**src/fsfb_defs.svh**
```systemverilog
`ifndef FSFB_DEFS_SVH
`define FSFB_DEFS_SVH

// ----------------------------------------
// Register indices (byte address = 4 * index)
// ----------------------------------------
`define FSFB_IDX_FAULT 6'h21
`define FSFB_IDX_OVCELL 6'h22
`define FSFB_IDX_UVCELL 6'h23
`define FSFB_IDX_PAR_LO 6'h24
`define FSFB_IDX_PAR_HI 6'h25
`define FSFB_IDX_IRQ_STAT 6'h28
`define FSFB_IDX_IRQ_CLR 6'h29
`define FSFB_IDX_IRQ_EN 6'h2a

// ----------------------------------------
// Fault source field positions
// ----------------------------------------
`define FSFB_B_COV 0
`define FSFB_B_CUV 1
`define FSFB_B_CRC 2
`define FSFB_B_POR 3
`define FSFB_B_FORCE 4
`define FSFB_B_CONS 5

// ----------------------------------------
// Widths and reset values
// ----------------------------------------
`define FSFB_NFLAG 6
`define FSFB_NCELL 6
`define FSFB_NPROT 16
`define FSFB_FLAG_RST 6'h08
`define FSFB_ZERO6 6'h00
`define FSFB_IRQ_EN_RST 6'h00
`define FSFB_FORCE_RST 1'h0

`endif

```
**src/fsfb_pkg.sv**
```systemverilog
package fsfb_pkg;
    typedef logic [7:0] fsfb_byte_t;
    typedef logic [5:0] fsfb_idx_t;
    typedef logic [5:0] fsfb_flags_t;
endpackage

```
**src/fsfb_top.sv**
```systemverilog
// Implementation choice: the Avalon-MM interface to the registers.
`timescale 1ns/1ps
`include "fsfb_defs.svh"

// Notes on behaviour
// - Consistency failure sets fault bit 5
// - Bit 4 drives fault output, default 0
// - Power-on reset sets bit 3 until cleared
// - Power-on loads defaults, copies protected group
// - Received check-code mismatch sets bit 2
// - Any cell undervoltage sets bit 1
// - Cell overvoltage sets bit 0
// - Overvoltage cell bits 5-0, cell 1 low
// - Undervoltage cell bits 5-0, cell 1 low
// - Parity results, first eight registers, 0x24
// - Parity results, next eight registers, 0x25
// - Write 1 clears flags; bit 4 plain
module fsfb_top (
    // Clock and reset
    input wire logic clk,
    input wire logic resetn,
    // Avalon-MM slave
    input wire logic [7:0] avs_address,
    input wire logic avs_read,
    input wire logic avs_write,
    input wire logic [31:0] avs_writedata,
    input wire logic [3:0] avs_byteenable,
    output logic [31:0] avs_readdata,
    output logic avs_waitrequest,
    // Fault sources
    input wire logic consistency_err,
    input wire logic crc_err,
    input wire logic [`FSFB_NCELL-1:0] high_cell_bits,
    input wire logic [`FSFB_NCELL-1:0] low_cell_bits,
    // Protected configuration group
    input wire logic [`FSFB_NPROT*8-1:0] protected_config_group,
    input wire logic parity_odd_sense,
    // Outputs
    output logic fault_out,
    output logic cfg_load,
    output logic irq
);
    fsfb_pkg::fsfb_idx_t idx;
    fsfb_pkg::fsfb_flags_t flag_q;
    fsfb_pkg::fsfb_flags_t flag_set;
    fsfb_pkg::fsfb_flags_t flag_clr;
    fsfb_pkg::fsfb_flags_t irq_stat_q;
    fsfb_pkg::fsfb_flags_t irq_clr;
    fsfb_pkg::fsfb_flags_t irq_en_q;
    logic [`FSFB_NCELL-1:0] ov_cell_q;
    logic [`FSFB_NCELL-1:0] uv_cell_q;
    logic [`FSFB_NCELL-1:0] ov_clr;
    logic [`FSFB_NCELL-1:0] uv_clr;
    logic [`FSFB_NPROT-1:0] par_q;
    logic force_q;
    logic por_pend_q;
    logic wr_go;
    logic rd_go;
    logic lane0;
    fsfb_pkg::fsfb_byte_t wbyte;
    fsfb_pkg::fsfb_byte_t rd_d;

    // ----------------------------------------
    // Bus decode
    // ----------------------------------------
    assign idx = avs_address[7:2];
    assign lane0 = avs_byteenable[0];
    assign wbyte = avs_writedata[7:0];
    assign wr_go = avs_write && !avs_waitrequest && lane0;
    assign rd_go = avs_read && avs_waitrequest;

    // One wait cycle, then the request completes
    always_ff @(posedge clk or negedge resetn) begin
        if (!resetn) begin
            avs_waitrequest <= 1'b1;
        end else if ((avs_read || avs_write) && avs_waitrequest) begin
            avs_waitrequest <= 1'b0;
        end else begin
            avs_waitrequest <= 1'b1;
        end
    end

    // ----------------------------------------
    // Fault source flags
    // ----------------------------------------
    always_comb begin
        flag_set = `FSFB_ZERO6;
        flag_set[`FSFB_B_CONS] = consistency_err;
        flag_set[`FSFB_B_CRC] = crc_err;
        flag_set[`FSFB_B_CUV] = |low_cell_bits;
        flag_set[`FSFB_B_COV] = |high_cell_bits;
        flag_clr = `FSFB_ZERO6;
        if (wr_go && idx == `FSFB_IDX_FAULT) begin
            flag_clr = wbyte[`FSFB_NFLAG-1:0];
            flag_clr[`FSFB_B_FORCE] = 1'b0;
        end
    end

    // Power-on value has the reset flag already set
    fsfb_sticky_bits #(.W(`FSFB_NFLAG), .RST(`FSFB_FLAG_RST)) u_flags (
        .clk(clk),
        .resetn(resetn),
        .set(flag_set),
        .clr(flag_clr),
        .q(flag_q)
    );

    // Self-test bit keeps what is written
    always_ff @(posedge clk or negedge resetn) begin
        if (!resetn) begin
            force_q <= `FSFB_FORCE_RST;
        end else if (wr_go && idx == `FSFB_IDX_FAULT) begin
            force_q <= wbyte[`FSFB_B_FORCE];
        end
    end

    // ----------------------------------------
    // Per-cell flags, cleared with their summary bit
    // ----------------------------------------
    assign ov_clr = {`FSFB_NCELL{flag_clr[`FSFB_B_COV]}};
    assign uv_clr = {`FSFB_NCELL{flag_clr[`FSFB_B_CUV]}};

    fsfb_sticky_bits #(.W(`FSFB_NCELL), .RST(`FSFB_ZERO6)) u_ov_cells (
        .clk(clk),
        .resetn(resetn),
        .set(high_cell_bits),
        .clr(ov_clr),
        .q(ov_cell_q)
    );

    fsfb_sticky_bits #(.W(`FSFB_NCELL), .RST(`FSFB_ZERO6)) u_uv_cells (
        .clk(clk),
        .resetn(resetn),
        .set(low_cell_bits),
        .clr(uv_clr),
        .q(uv_cell_q)
    );

    // ----------------------------------------
    // Parity results
    // ----------------------------------------
    fsfb_parity_bank #(.N(`FSFB_NPROT)) u_parity (
        .clk(clk),
        .resetn(resetn),
        .cfg_bytes(protected_config_group),
        .odd_sense(parity_odd_sense),
        .result_q(par_q)
    );

    // ----------------------------------------
    // Power-on load strobe
    // ----------------------------------------
    always_ff @(posedge clk or negedge resetn) begin
        if (!resetn) begin
            por_pend_q <= 1'b1;
            cfg_load <= 1'b0;
        end else begin
            por_pend_q <= 1'b0;
            cfg_load <= por_pend_q;
        end
    end

    // ----------------------------------------
    // Fault output
    // ----------------------------------------
    always_ff @(posedge clk or negedge resetn) begin
        if (!resetn) begin
            fault_out <= 1'b0;
        end else begin
            fault_out <= force_q || flag_q[`FSFB_B_COV] || flag_q[`FSFB_B_CUV];
        end
    end

    // ----------------------------------------
    // Interrupts
    // ----------------------------------------
    assign irq_clr = (wr_go && idx == `FSFB_IDX_IRQ_CLR) ? wbyte[`FSFB_NFLAG-1:0] : `FSFB_ZERO6;

    fsfb_sticky_bits #(.W(`FSFB_NFLAG), .RST(`FSFB_ZERO6)) u_irq_stat (
        .clk(clk),
        .resetn(resetn),
        .set(flag_set),
        .clr(irq_clr),
        .q(irq_stat_q)
    );

    always_ff @(posedge clk or negedge resetn) begin
        if (!resetn) begin
            irq_en_q <= `FSFB_IRQ_EN_RST;
        end else if (wr_go && idx == `FSFB_IDX_IRQ_EN) begin
            irq_en_q <= wbyte[`FSFB_NFLAG-1:0];
        end
    end

    always_ff @(posedge clk or negedge resetn) begin
        if (!resetn) begin
            irq <= 1'b0;
        end else begin
            irq <= |(irq_stat_q & irq_en_q);
        end
    end

    // ----------------------------------------
    // Read back
    // ----------------------------------------
    always_comb begin
        rd_d = '0;
        unique case (idx)
            `FSFB_IDX_FAULT: begin
                rd_d = {2'h0, flag_q};
                rd_d[`FSFB_B_FORCE] = force_q;
            end
            `FSFB_IDX_OVCELL: rd_d = {2'h0, ov_cell_q};
            `FSFB_IDX_UVCELL: rd_d = {2'h0, uv_cell_q};
            `FSFB_IDX_PAR_LO: rd_d = par_q[7:0];
            `FSFB_IDX_PAR_HI: rd_d = par_q[15:8];
            `FSFB_IDX_IRQ_STAT: rd_d = {2'h0, irq_stat_q};
            `FSFB_IDX_IRQ_EN: rd_d = {2'h0, irq_en_q};
            default: rd_d = '0;
        endcase
    end

    always_ff @(posedge clk or negedge resetn) begin
        if (!resetn) begin
            avs_readdata <= 32'h0000_0000;
        end else if (rd_go) begin
            avs_readdata <= {24'h00_0000, rd_d};
        end
    end

    // ----------------------------------------
    // Checks
    // ----------------------------------------
    a_wait_one_cycle: assert property (@(posedge clk) disable iff (!resetn)
        ((avs_read || avs_write) && avs_waitrequest) |=> !avs_waitrequest ##1 avs_waitrequest)
        else $error("waitrequest timing wrong");
    a_consistency_sets: assert property (@(posedge clk) disable iff (!resetn)
        consistency_err |=> flag_q[`FSFB_B_CONS])
        else $error("consistency flag not set");
    a_force_drives_fault: assert property (@(posedge clk) disable iff (!resetn)
        force_q |=> fault_out)
        else $error("force did not assert fault");
    a_por_flag_load: assert property (@(posedge clk) disable iff (!resetn)
        cfg_load |-> flag_q[`FSFB_B_POR] && !$past(cfg_load))
        else $error("power-on flag or load strobe wrong");
    a_crc_sets: assert property (@(posedge clk) disable iff (!resetn)
        crc_err |=> flag_q[`FSFB_B_CRC])
        else $error("check-code flag not set");
    a_uv_summary: assert property (@(posedge clk) disable iff (!resetn)
        (|low_cell_bits) |=> flag_q[`FSFB_B_CUV] && ((uv_cell_q & $past(low_cell_bits)) == $past(low_cell_bits)))
        else $error("undervoltage flags wrong");
    a_ov_summary: assert property (@(posedge clk) disable iff (!resetn)
        (|high_cell_bits) |=> flag_q[`FSFB_B_COV] && ((ov_cell_q & $past(high_cell_bits)) == $past(high_cell_bits)))
        else $error("overvoltage flags wrong");
    a_reserved_zero: assert property (@(posedge clk) disable iff (!resetn)
        (rd_go && (idx == `FSFB_IDX_FAULT || idx == `FSFB_IDX_OVCELL || idx == `FSFB_IDX_UVCELL))
        |=> avs_readdata[7:6] == 2'h0)
        else $error("reserved bits not zero");
    a_irq_level: assert property (@(posedge clk) disable iff (!resetn)
        ##1 irq == $past(|(irq_stat_q & irq_en_q)))
        else $error("interrupt level wrong");
endmodule

```
**src/fsfb_sticky_bits.sv**
```systemverilog
`timescale 1ns/1ps
module fsfb_sticky_bits #(
    parameter int W = 6,
    parameter logic [W-1:0] RST = '0
) (
    // Clock and reset
    input wire logic clk,
    input wire logic resetn,
    // Set and clear
    input wire logic [W-1:0] set,
    input wire logic [W-1:0] clr,
    // State
    output logic [W-1:0] q
);
    // ----------------------------------------
    // Sticky bits, set wins over clear
    // ----------------------------------------
    always_ff @(posedge clk or negedge resetn) begin
        if (!resetn) begin
            q <= RST;
        end else begin
            q <= (q & ~clr) | set;
        end
    end

    // ----------------------------------------
    // Checks
    // ----------------------------------------
    a_set_wins: assert property (@(posedge clk) disable iff (!resetn)
        (set != '0) |=> ((q & $past(set)) == $past(set)))
        else $error("set bit lost");
    a_clear_takes: assert property (@(posedge clk) disable iff (!resetn)
        (clr != '0) |=> ((q & $past(clr) & ~$past(set)) == '0))
        else $error("cleared bit stayed set");
endmodule

```
**src/fsfb_parity_bank.sv**
```systemverilog
`timescale 1ns/1ps
module fsfb_parity_bank #(
    parameter int N = 16
) (
    // Clock and reset
    input wire logic clk,
    input wire logic resetn,
    // Protected configuration bytes, register 0 in the low byte
    input wire logic [N*8-1:0] cfg_bytes,
    input wire logic odd_sense,
    // One result bit per register
    output logic [N-1:0] result_q
);
    logic [N-1:0] result_d;

    // ----------------------------------------
    // Per-register parity
    // ----------------------------------------
    genvar i;
    generate
        for (i = 0; i < N; i++) begin : g_par
            assign result_d[i] = (^cfg_bytes[i*8 +: 8]) ^ odd_sense;
        end
    endgenerate

    always_ff @(posedge clk or negedge resetn) begin
        if (!resetn) begin
            result_q <= '0;
        end else begin
            result_q <= result_d;
        end
    end

    a_parity_track: assert property (@(posedge clk) disable iff (!resetn)
        $past(resetn) |-> result_q[0] == $past((^cfg_bytes[7:0]) ^ odd_sense))
        else $error("parity result wrong");
endmodule

```
**config.mk**
```make
export PLATFORM = sky130hd
export DESIGN_NAME = fsfb_top
export DESIGN_NICKNAME = d
export VERILOG_FILES = /design/src/fsfb_pkg.sv /design/src/fsfb_top.sv /design/src/fsfb_sticky_bits.sv /design/src/fsfb_parity_bank.sv
export VERILOG_INCLUDE_DIRS = /design/src /design/src/src
export SDC_FILE = /design/constraint.sdc
export NUM_CORES = 1
export LEC_CHECK = 0
export BUFFER_PORTS_ARGS = -buffer_cell sky130_fd_sc_hd__clkbuf_2
export CORE_MARGIN = 2
export CORE_UTILIZATION = 30
export CTS_BUF_LIST = sky130_fd_sc_hd__clkbuf_16
export CTS_CLUSTER_DIAMETER = 80
export DETAILED_ROUTE_END_ITERATION = 10
export PLACE_DENSITY = 0.59
export REMOVE_ABC_BUFFERS = 1
export SETUP_SLACK_MARGIN = 0.1
export SLEW_MARGIN = 0
export SYNTH_ARGS = -nofsm -noshare
export SYNTH_HDL_FRONTEND = slang
export SYNTH_SLANG_ARGS = --single-unit
```
**constraint.sdc**
```tcl
create_clock -name clk -period 1.9 [get_ports clk]
set_input_delay 0.19 -clock clk [delete_from_list [all_inputs] [get_ports clk]]
set_output_delay 0.19 -clock clk [all_outputs]
set_load 0.01 [all_outputs]
```
==> results of run 1 <==
-- Yosys cell counts, types with 2 or more instances --
| master | n | area share, % |
|---|---|---|
| clkbuf_1 | 2 | 0.20 |
| nand2_1 | 17 | 1.7 |
| mux2_2 | 6 | 1.8 |
| nor3_2 | 2 | 0.52 |
| nor4_1 | 3 | 0.49 |
| nand2_4 | 2 | 0.59 |
| dfrtp_1 | 56 | 37 |
| nand4bb_1 | 2 | 0.59 |
| a22oi_1 | 7 | 1.4 |
| nand3b_1 | 11 | 2.2 |
| nor3_1 | 11 | 1.4 |
| o21ai_0 | 8 | 1.0 |
| nor2b_1 | 2 | 0.33 |
| a221oi_1 | 2 | 0.46 |
| nand2b_1 | 2 | 0.33 |
| xnor2_1 | 96 | 22 |
| a21boi_0 | 3 | 0.59 |
| buf_2 | 6 | 0.78 |
| buf_4 | 26 | 5.1 |
| o31ai_1 | 2 | 0.39 |
| dfstp_2 | 3 | 2.1 |
| nor2_1 | 6 | 0.59 |
| xor2_1 | 32 | 7.3 |
| a21oi_1 | 5 | 0.65 |
| a21o_1 | 20 | 3.9 |
| mux2i_1 | 11 | 2.9 |
| a2111oi_0 | 3 | 0.69 |
-- layout by cell type, fill, tap and decap left out, drive strengths merged, types with 2 or more instances in the layout --
cell type    n
a2111oi      3
a21boi       3
a21o        20
a21oi        5
a221oi       2
a22oi        7
buf         14
clkbuf     180
clkinv       5
conb        25
dfrtp       56
dfstp        3
mux2         7
mux2i       11
nand2       19
nand2b       2
nand3b      11
nand4bb      2
nor2         6
nor2b        2
nor3        13
nor4         4
o21ai        8
o31ai        2
xnor2       96
xor2        32
-- power by group through the flow --
| stage | clock [mW] | combinational (mW) | sequential, mW |
|---|---|---|---|
| after global routing | 1.62 | 1.04 | 1.53 |
| after CTS | 1.57 | 0.949 | 1.51 |
| after detailed placement | 0 | 0.944 | 1.54 |
| final | 1.53 | 0.931 | 1.51 |
| after floorplan | 0 | 0.583 | 1.49 |
| after global placement | 0 | 0.932 | 1.53 |
-- logic make-up (layout without fill, tap and decap cells) --
family,Yosys count,after routing,synth area share [%]
buffers and inverters,35,203,6.18
multiplexers,18,18,5.03
flip-flops,59,59,38.7
other,1,25,0.0979
XOR/XNOR,128,128,29.3
AO/OA/AOI/OAI,53,53,9.77
AND/OR/NAND/NOR,67,67,11.0
-- worst min path at each step --
stage | startpoint | end | slack, ps | cells past startpoint
after global routing | avs_read | avs_waitrequest$_DFF_PN1_ | 50 | 2
after global placement | resetn | cfg_load$_DFF_PN0_ | 220 | 2
after detailed placement | resetn | cfg_load$_DFF_PN0_ | 230 | 2
after CTS | avs_read | avs_waitrequest$_DFF_PN1_ | 30 | 2
after floorplan | resetn | avs_readdata[0]$_DFFE_PN0P_ | -110 | 0
final | avs_read | avs_waitrequest$_DFF_PN1_ | 30 | 2
-- sequential cells by signal (all words and copies together), names as in the netlist --
name,flops
avs_waitrequest,1
avs_readdata,8
u_irq_stat.q,6
u_ov_cells.q,6
irq_en_q,6
u_parity.result_q,16
u_uv_cells.q,6
por_pend_q,1
u_flags.q,5
fault_out,1
irq,1
force_q,1
cfg_load,1
-- metrics by stage --
| step | util, % | setup slack (ps) | power, mW | cells | cell area [sq um] |
|---|---|---|---|---|---|
| floorplan | - | 356 | 2.08 | 351 | 3690 |
| global placement | 38.9 | 211 | 2.47 | 708 | 4870 |
| detailed placement | 38.9 | 193 | 2.48 | 708 | 4870 |
| CTS | 41.3 | 249 | 4.03 | 725 | 5170 |
| global route | 41.3 | 117 | 4.18 | 725 | 5170 |
| finish | 41.3 | 268 | 3.97 | 725 | 5170 |
-- routing by layer --
| metal | vias up | wire length (microns) | global-route usage [%] |
|---|---|---|---|
| li1 | 1549 | - | - |
| met1 | 1479 | 3640 | 16.1 |
| met2 | 123 | 4970 | 25.5 |
| met3 | 9 | 649 | 3.09 |
| met4 | 0 | 134 | 4.16 |
| met5 | - | 0 | 0 |
-- worst max-delay path: stages, from the launching register on --
cell      delay [ps]
dfstp_2          540
nand2_1           80
a221oi_1         230
nand4b_1         360
o31ai_1          330
-- cell type report --
cell class | instances | area share [%]
tap | 172 | 4.16
clock buffer | 9 | 4.36
timing repair buffer | 186 | 19.0
inverter | 1 | 0.0726
sequential | 59 | 28.6
multi-input combinational | 291 | 42.6
clock inverter | 7 | 1.14
==> impl_results.md, run 1 <==
- Post-synthesis sequential area ratio: between 30 and 40%
- Slew margin rel.: 53.0%
- Number of flops mapped to enable cells by yosys: 0
- Max rail drop VDD: roughly 440 uV
- Leak: roughly 2.3 nW
- Final critical-path required period: roughly 1600 ps
- CTS tree: yes
- FF-to-FF path depth: 4
- Area growth syn-to-layout: 35.0%
- Die W: approximately 120 microns
- Tightest Hold Check Type: primary input to flop
- Final hold slack: 32.4 ps
- Ys async rst share: 100%
- Number of diodes: 0
- Initial DRC Count: 85
- Pwr dens: roughly 770 nW/um^2
- Cells after Synth: between 300 and 400
- Number of fill cells in the layout: ~1,300
- Post-CTS Setup Repair Bufs: 0
- Core area: between 10,000 and 15,000 sq um
- Sw frac: approximately a quarter
- Comb pwr share: a little under a quarter
- Clk buf depth: 2
- Root Driver: clkbuf_16
- Final Cycle Share: about 86%
- Via Count: ~3,200
- FF/Latch Area: 1480 sq um
- Die ar.: about 14,000 sq um
- Std cell rows: 41
- Setup slack, reg-to-reg: 270 ps
- GRT Util Overall: between 10% and 20%
- Initial antenna violation count: 0
- Total gr overflow: 0
- Hold Vio Cnt, Final: 0
- Setup crit start kind: flop
- Reg-to-Reg Start: avs_waitrequest$_DFF_PN1_
- DRC: 0
- Sequential power share: between 30% and 40%
- Starting Density: about 30%
- I/O pins: approximately 230
- NetSw: between 1 and 1.5 mW
- Critical path required time: approximately 2100 ps
- Synth warn: 0
- CP Capture Point: avs_readdata[7]$_DFFE_PN0P_
- Int Power: between 2 and 3 mW
- Multi-input gate area: ~2200 sq um
- Clk sinks: around 60
- NumNets Final: between 700 and 800
- CTS buffer count: 9
- First-pass DRT Iterations: 4
- Vias per inst: between 4 and 5
- Crit path capture type: flop
- Unique cell type count in the Yosys netlist: between 40 and 50
- Dpl hpwl: a little under 8 mm
- Vias in the first global route: a little over 3,000
- Crit Path Class: flop to flop
- Die height: 117 microns
- Crit-path max FO: 8
- WL per Instance: roughly 13 microns
- Mapped cell area: ~3800 sq um
- Worst skew pair latency: approximately 320 ps
- H-tree depth: 3
- Post_cts resized: 0
- RePlAce Congestion: 0.834
- Worst setup path start: avs_waitrequest$_DFF_PN1_
- Layout cells sized above 1: slightly below 40%
- # Max-Cap Violations: 0
- I/O Buffers: around 170
- Worst-Margin Slew: 696 ps
- Max Freq: 0.613 GHz
- DRT Wirelength: roughly 9.4 mm
- Final Setup Violations: 0
- #FFs+latches synth: slightly below 60
- First-pass GRT wire length: around 14 mm
- Final TNS setup: 0 ps
- Status: finished clean
- RSZ-0062 raised after global routing: no
- Post-Route Skew: between 2 and 3 ps
- Max-slew violations: 0
- Syn Area/Cell: 10.6 sq um
- Remaining antenna violation count: 0
- FF-to-FF End: avs_readdata[7]$_DFFE_PN0P_
- Worst-path clk slew: around 50 ps
- Arr. time, crit path: 1860 ps
- Largest net degree at the start of global routing: 60
- Ys flop type: dfrtp_1
- Clock share of power: between 30 and 40%
- Hold Buf Count CTS: 1
Note: power is estimated with default switching activity, not from simulation.
==> run 2: changes to the inputs <==
--- a/config.mk
+++ b/config.mk
@@ -8,11 +8,11 @@
 export LEC_CHECK = 0
 export BUFFER_PORTS_ARGS = -buffer_cell sky130_fd_sc_hd__clkbuf_2
 export CORE_MARGIN = 2
-export CORE_UTILIZATION = 30
+export CORE_UTILIZATION = 35
 export CTS_BUF_LIST = sky130_fd_sc_hd__clkbuf_16
 export CTS_CLUSTER_DIAMETER = 80
 export DETAILED_ROUTE_END_ITERATION = 10
-export PLACE_DENSITY = 0.59
+export PLACE_DENSITY = 0.67
 export REMOVE_ABC_BUFFERS = 1
 export SETUP_SLACK_MARGIN = 0.1
 export SLEW_MARGIN = 0
==> run 2 against run 1 <==
Compared with the run above: core utilization increased by 6.5 points; critical path depth unchanged; cell count decreased by 5.0%; combinational power about the same; maximum frequency increased by 1.4%; global-route usage increased by 1.8 points; flip-flop and latch count unchanged; sequential power about the same; die area decreased by 14%; clock power increased by 9%; via count decreased by 1.3%; count of clock-buffer cells in the layout unchanged; critical path type unchanged.
==> impl_results.md, run 2 (same netlist as run 1, synthesis figures left out) <==
- # Max-Cap Violations: 0
- Worst-path clk slew: approximately 50 ps
- Crit Path Class: flop to flop
- Worst skew pair latency: 320 ps
- Leak: ~2.3 nW
- Starting Density: between 30% and 40%
- Post-CTS Setup Repair Bufs: 0
- Crit-path max FO: 8
- CP max stage delay: 540 ps
- Status: finished clean
- Max FFs per register: 16
- I/O pins: between 200 and 250
- Biggest regs: u_parity.result_q x16, avs_readdata x8
- Largest net degree at the start of global routing: 29
- First-pass DRT Iterations: 4
- Worst-Margin Slew: about 660 ps
- Tightest Hold Check Type: primary input to flop
- RSZ-0062 raised after global routing: no
- CTS tree: yes
- Sequential power share: 36.7%
- Most frequent cells in the layout: clkbuf_2 (171), xnor2_1 (96), dfrtp_1 (56)
- Max-slew violations: 0
- Die ar.: between 10,000 and 15,000 sq um
- Number of fill cells in the layout: between 1,000 and 1,500
- Max Freq: a little over 0.6 GHz
- Slowest CP cell: dfstp_2
- NetSw: 1.04 mW
- Total gr overflow: 0
- Remaining antenna violation count: 0
- Critical path required time: 2120 ps
- Initial DRC Count: 170
- Max rail drop VDD: 506 uV
- Final critical-path required period: 1610 ps
- Vias per inst: 4.53
- Crit path capture type: flop
- Initial antenna violation count: 0
- Layout cells sized above 1: between 30% and 40%
- Area growth syn-to-layout: 34.2%
- Commonest non-fill, non-tap cell in the layout: clkbuf_2
- I/O Buffers: around 170
- Die W: 109 microns
- Dpl cell area: a little under 5000 sq um
- Sw frac: about a quarter
- Die height: 109 microns
- Clock share of power: 40.6%
- Dpl hpwl: between 7 and 8 mm
- Largest Register: u_parity.result_q
- Number of diodes: 0
- Slew margin rel.: between 50% and 60%
- Root Driver: clkbuf_16
- Final Setup Violations: 0
- DRC: 0
- Post_cts resized: 0
- Hold Buf Count CTS: 1
- Setup crit start kind: flop
- CTS buffer count: 9
- Arr. time, crit path: 1830 ps
- WL per Instance: between 10 and 15 microns
- Worst path cell trace: nand2_1 -> a221oi_1 -> nand4b_1 -> o31ai_1
- Final Cycle Share: between 80% and 90%
- Core area: 10,700 sq um
- Std cell rows: 38
- NumNets Final: 735
- Crit-path leading delay family: compound AO/OA/AOI/OAI gates
- CP bufs+invs: 0
- First-pass GRT wire length: between 10 and 15 mm
- Int Power: a little over 3 mW
- GRT Util Overall: 15.7%
- RePlAce Congestion: ~0.9
- Pwr dens: roughly 800 nW/um^2
- Cell area after layout: ~5100 sq um
- DRT Wirelength: between 8 and 9 mm
- Vias in the first global route: 3,175
- Via Count: slightly above 3,000
- Hold Vio Cnt, Final: 0
- Final TNS setup: 0 ps
- Comb pwr share: ~23%
- H-tree depth: 3
- Post-Route Skew: around 8.5 ps
- Clk sinks: 59
- Clk buf depth: 2
[run 2: changes by cell type in the layout (fill, tap and decap cells not counted), sizes merged]
cell	before	now
buf	14	10
clkinv	5	2
inv	1	3
bufinv	1	2
[run 2: path summary, 6_finish.rpt]
| check | depth (start not counted) | from | endpoint | slack, ps |
|---|---|---|---|---|
| max | 4 | avs_waitrequest$_DFF_PN1_ | avs_readdata[7]$_DFFE_PN0P_ | 290 |
| min | 2 | avs_read | avs_waitrequest$_DFF_PN1_ | 30 |
| max reg2reg | 4 | avs_waitrequest$_DFF_PN1_ | avs_readdata[7]$_DFFE_PN0P_ | 290 |
| min reg2reg | 0 | por_pend_q$_DFF_PN1_ | cfg_load$_DFF_PN0_ | 390 |
| max in group asynchronous | 3 | resetn | u_flags.q[3]$_DFF_PN1_ | 820 |
| min in group asynchronous | 2 | resetn | u_irq_stat.q[0]$_DFF_PN0_ | 370 |
[run 2: cell type report]
class	count	area, sq um	share of cell area [%]
multi-input cells	291	2200	42.9
flip-flops and latches	59	1480	28.8
repair buffers	182	966	18.8
clock buffers	9	225	4.38
well taps	140	175	3.41
clock inverters	7	85.1	1.66
inverters	1	3.75	0.0731
[run 2: power by group through the flow]
stage | sequential (mW) | clock, mW | combinational, mW
floorplan | 1.49 | 0 | 0.583
global placement | 1.53 | 0 | 0.930
detailed placement | 1.53 | 0 | 0.945
CTS | 1.51 | 1.70 | 0.950
global route | 1.52 | 1.76 | 1.04
finish | 1.51 | 1.67 | 0.931
[run 2: per-stage QoR]
stage / worst slack (ps) / utilization (%) / std cells / power [mW] / hold WS (ps)
floorplan: 356 / - / 351 / 2.08 / -106
global placement: 184 / 44.8 / 672 / 2.46 / 177
detailed placement: 211 / 44.8 / 672 / 2.47 / 190
CTS: 265 / 47.8 / 689 / 4.16 / 23.7
global route: 114 / 47.8 / 689 / 4.33 / 57.5
finish: 292 / 47.8 / 689 / 4.11 / 27.7
[run 2: metal layers]
metal | vias to the layer above | wire length [microns] | GRT usage [%] | part of all wire [%]
met2 | 117 | 4490 | 27.2 | 50
met1 | 1450 | 3810 | 19.4 | 43
met5 | - | 0 | 0 | 0
li1 | 1545 | - | - | -
met4 | 0 | 94 | 5.22 | 1.1
met3 | 6 | 510 | 3.19 | 5.7
==> run 3: changes to the inputs <==
==> constraint.sdc (replaced) <==
create_clock -name clk -period 1.65 [get_ports clk]
set_input_delay 0.165 -clock clk [delete_from_list [all_inputs] [get_ports clk]]
set_output_delay 0.165 -clock clk [all_outputs]
set_load 0.01 [all_outputs]
==> run 3 against run 2 <==
Compared with the run above: global-route usage about the same; combinational power up 18%; count of clock-buffer cells in the layout unchanged; routed wire length up 1.4%; largest cell class unchanged; cell count up 1.5%; power up 12%; critical endpoint is now avs_readdata[4]$_DFFE_PN0P_.
==> impl_results.md, run 3 (same netlist as run 1, synthesis figures left out) <==
- Largest net degree at the start of global routing: 60
- Final critical-path required period: about 1500 ps
- GRT Util Overall: roughly 16%
- Tightest Hold Check Type: primary input to flop
- Worst path cell trace: nand2_1 -> a221oi_2 -> nand4b_1 -> buf_4 -> o21ai_0
- Final Cycle Share: between 90 and 100%
- Biggest regs: u_parity.result_q x16, avs_readdata x8
- Placed Cells: about 680
- Starting Density: 35.6%
- NumNets Final: approximately 750
- Critical path required time: 1900 ps
- Crit Path Class: flop to flop
- Setup crit start kind: flop
- WL met2: 4.69 mm
- Crit path capture type: flop
- Initial antenna violation count: 0
- DRT Wirelength: roughly 9.0 mm
- Post-Route Skew: around 4.7 ps
- Final Setup Violations: 0
- Most frequent cells in the layout: clkbuf_2 (171), xnor2_1 (96), dfrtp_1 (56)
- Die W: about 110 microns
- Crit-path leading delay family: flip-flops
- Worst skew pair latency: approximately 330 ps
- WL per Instance: around 13 microns
- Number of fill cells in the layout: approximately 1,000
- Final Non-Filler Cells: 699
- Largest Register: u_parity.result_q
- Final TNS setup: 0 ps
- Crit-path max FO: 5
- Root Driver: clkbuf_16
- Std cell rows: 38
- Die height: roughly 110 microns
- I/O pins: roughly 230
- Arr. time, crit path: roughly 1700 ps
- Vias in the first global route: approximately 3,100
- Core area: around 11,000 sq um
- Hold Vio Cnt, Final: 0
- Die ar.: approximately 12,000 sq um
- CP max stage delay: about 540 ps
- RePlAce Congestion: around 0.89
- CTS buffer count: 9
- Max FFs per register: 16
- Max rail drop VDD: ~530 uV
- Layout cells sized above 1: between 30 and 40%
- Cell area after layout: approximately 5200 sq um
- Max-slew violations: 0
- Slew margin rel.: 61.3%
- Worst-path clk slew: approximately 50 ps
- Final hold slack: 28.5 ps
- CP bufs+invs: 1
- Vias per inst: approximately 4.5
- Pwr dens: between 800 and 900 nW/um^2
- Via Count: ~3,200
- # Max-Cap Violations: 0
- CTS tree: yes
- Dpl hpwl: between 7 and 8 mm
- Highest Signal Layer: met4
- Clk sinks: 59
- Leak: 2.34 nW
- Slowest CP cell: dfstp_2
- Worst-Margin Slew: 566 ps
- Number of diodes: 0
- Status: finished clean
- Met3 WL: ~510 microns
- First-pass GRT wire length: 14.1 mm
- Total gr overflow: 0
- Met1 WL: 3.67 mm
- Initial DRC Count: between 90 and 100
- First-pass DRT Iterations: 4
- Remaining antenna violation count: 0
- Area growth syn-to-layout: 36.4%
- DRC: 0
- Commonest non-fill, non-tap cell in the layout: clkbuf_2
- H-tree depth: 3
- RSZ-0062 raised after global routing: no
- Dpl cell area: approximately 4900 sq um
- Max Freq: 0.672 GHz
- I/O Buffers: between 150 and 200
- Clk buf depth: 2
-- run 3: changes by cell type in the layout (fill, tap and decap cells not counted), sizes merged --
cell / delta
inv: -1
dlygate4sd3: +2
clkinv: +2
bufinv: -1
buf: +8
-- run 3: metrics by stage --
step | setup slack [ps] | utilization (%) | power [mW]
2_1_floorplan | 131 | - | 2.39
3_3_place_gp | 53.0 | 45.4 | 2.84
3_5_place_dp | 42.0 | 45.4 | 2.87
4_1_cts | 139 | 48.5 | 4.65
5_1_grt | 75.9 | 48.6 | 4.83
6_report | 161 | 48.6 | 4.60
-- run 3: worst reg2reg max path, stage by stage, from the launching register on --
cell and delay [ps]:
dfstp_2 540, nand2_1 100, a221oi_2 200, nand4b_1 200, buf_4 210, o21ai_0 160
-- run 3: report_power, final --
part           leakage (nW)  internal, mW  switching, mW
sequential            0.663          1.65         0.0874
clock                 0.144          1.14          0.616
combinational          1.53         0.600          0.498
-- run 3: worst paths after layout --
kind,startpoint,endpoint,slack [ps],cells past startpoint
worst max-delay path,avs_waitrequest$_DFF_PN1_,avs_readdata[4]$_DFFE_PN0P_,160,5
worst min-delay path,avs_writedata[3],u_flags.q[3]$_DFF_PN1_,30,2
worst max register to register,avs_waitrequest$_DFF_PN1_,avs_readdata[4]$_DFFE_PN0P_,160,5
worst min register to register,por_pend_q$_DFF_PN1_,cfg_load$_DFF_PN0_,390,0
max in group asynchronous,resetn,u_flags.q[3]$_DFF_PN1_,970,3
min in group asynchronous,resetn,cfg_load$_DFF_PN0_,380,3
-- run 3: timing repair --
item,CTS,global route
hold buffers,3,0
endpoints found under the setup margin,2,12
gates resized for setup,0,5
endpoints found under the hold margin,57,0
cloned,0,0
setup buffers,2,1
pin swaps,1,2
-- run 3: area by class of cell --
| class | instances | area [sq um] | share of cell area (%) |
|---|---|---|---|
| Clock inverter | 7 | 60.1 | 1.15 |
| Multi-Input combinational cell | 291 | 2210 | 42.3 |
| Clock buffer | 9 | 225 | 4.31 |
| Timing Repair Buffer | 192 | 1070 | 20.5 |
| Inverter | 1 | 3.75 | 0.0719 |
| Sequential cell | 59 | 1480 | 28.3 |
| Tap cell | 140 | 175 | 3.35 |
-- run 3: routing by layer --
metal | track usage, % | vias up
met5 | 0 | -
met4 | 6.59 | 0
met3 | 2.59 | 14
met2 | 27.9 | 114
met1 | 18.5 | 1470
li1 | - | 1566
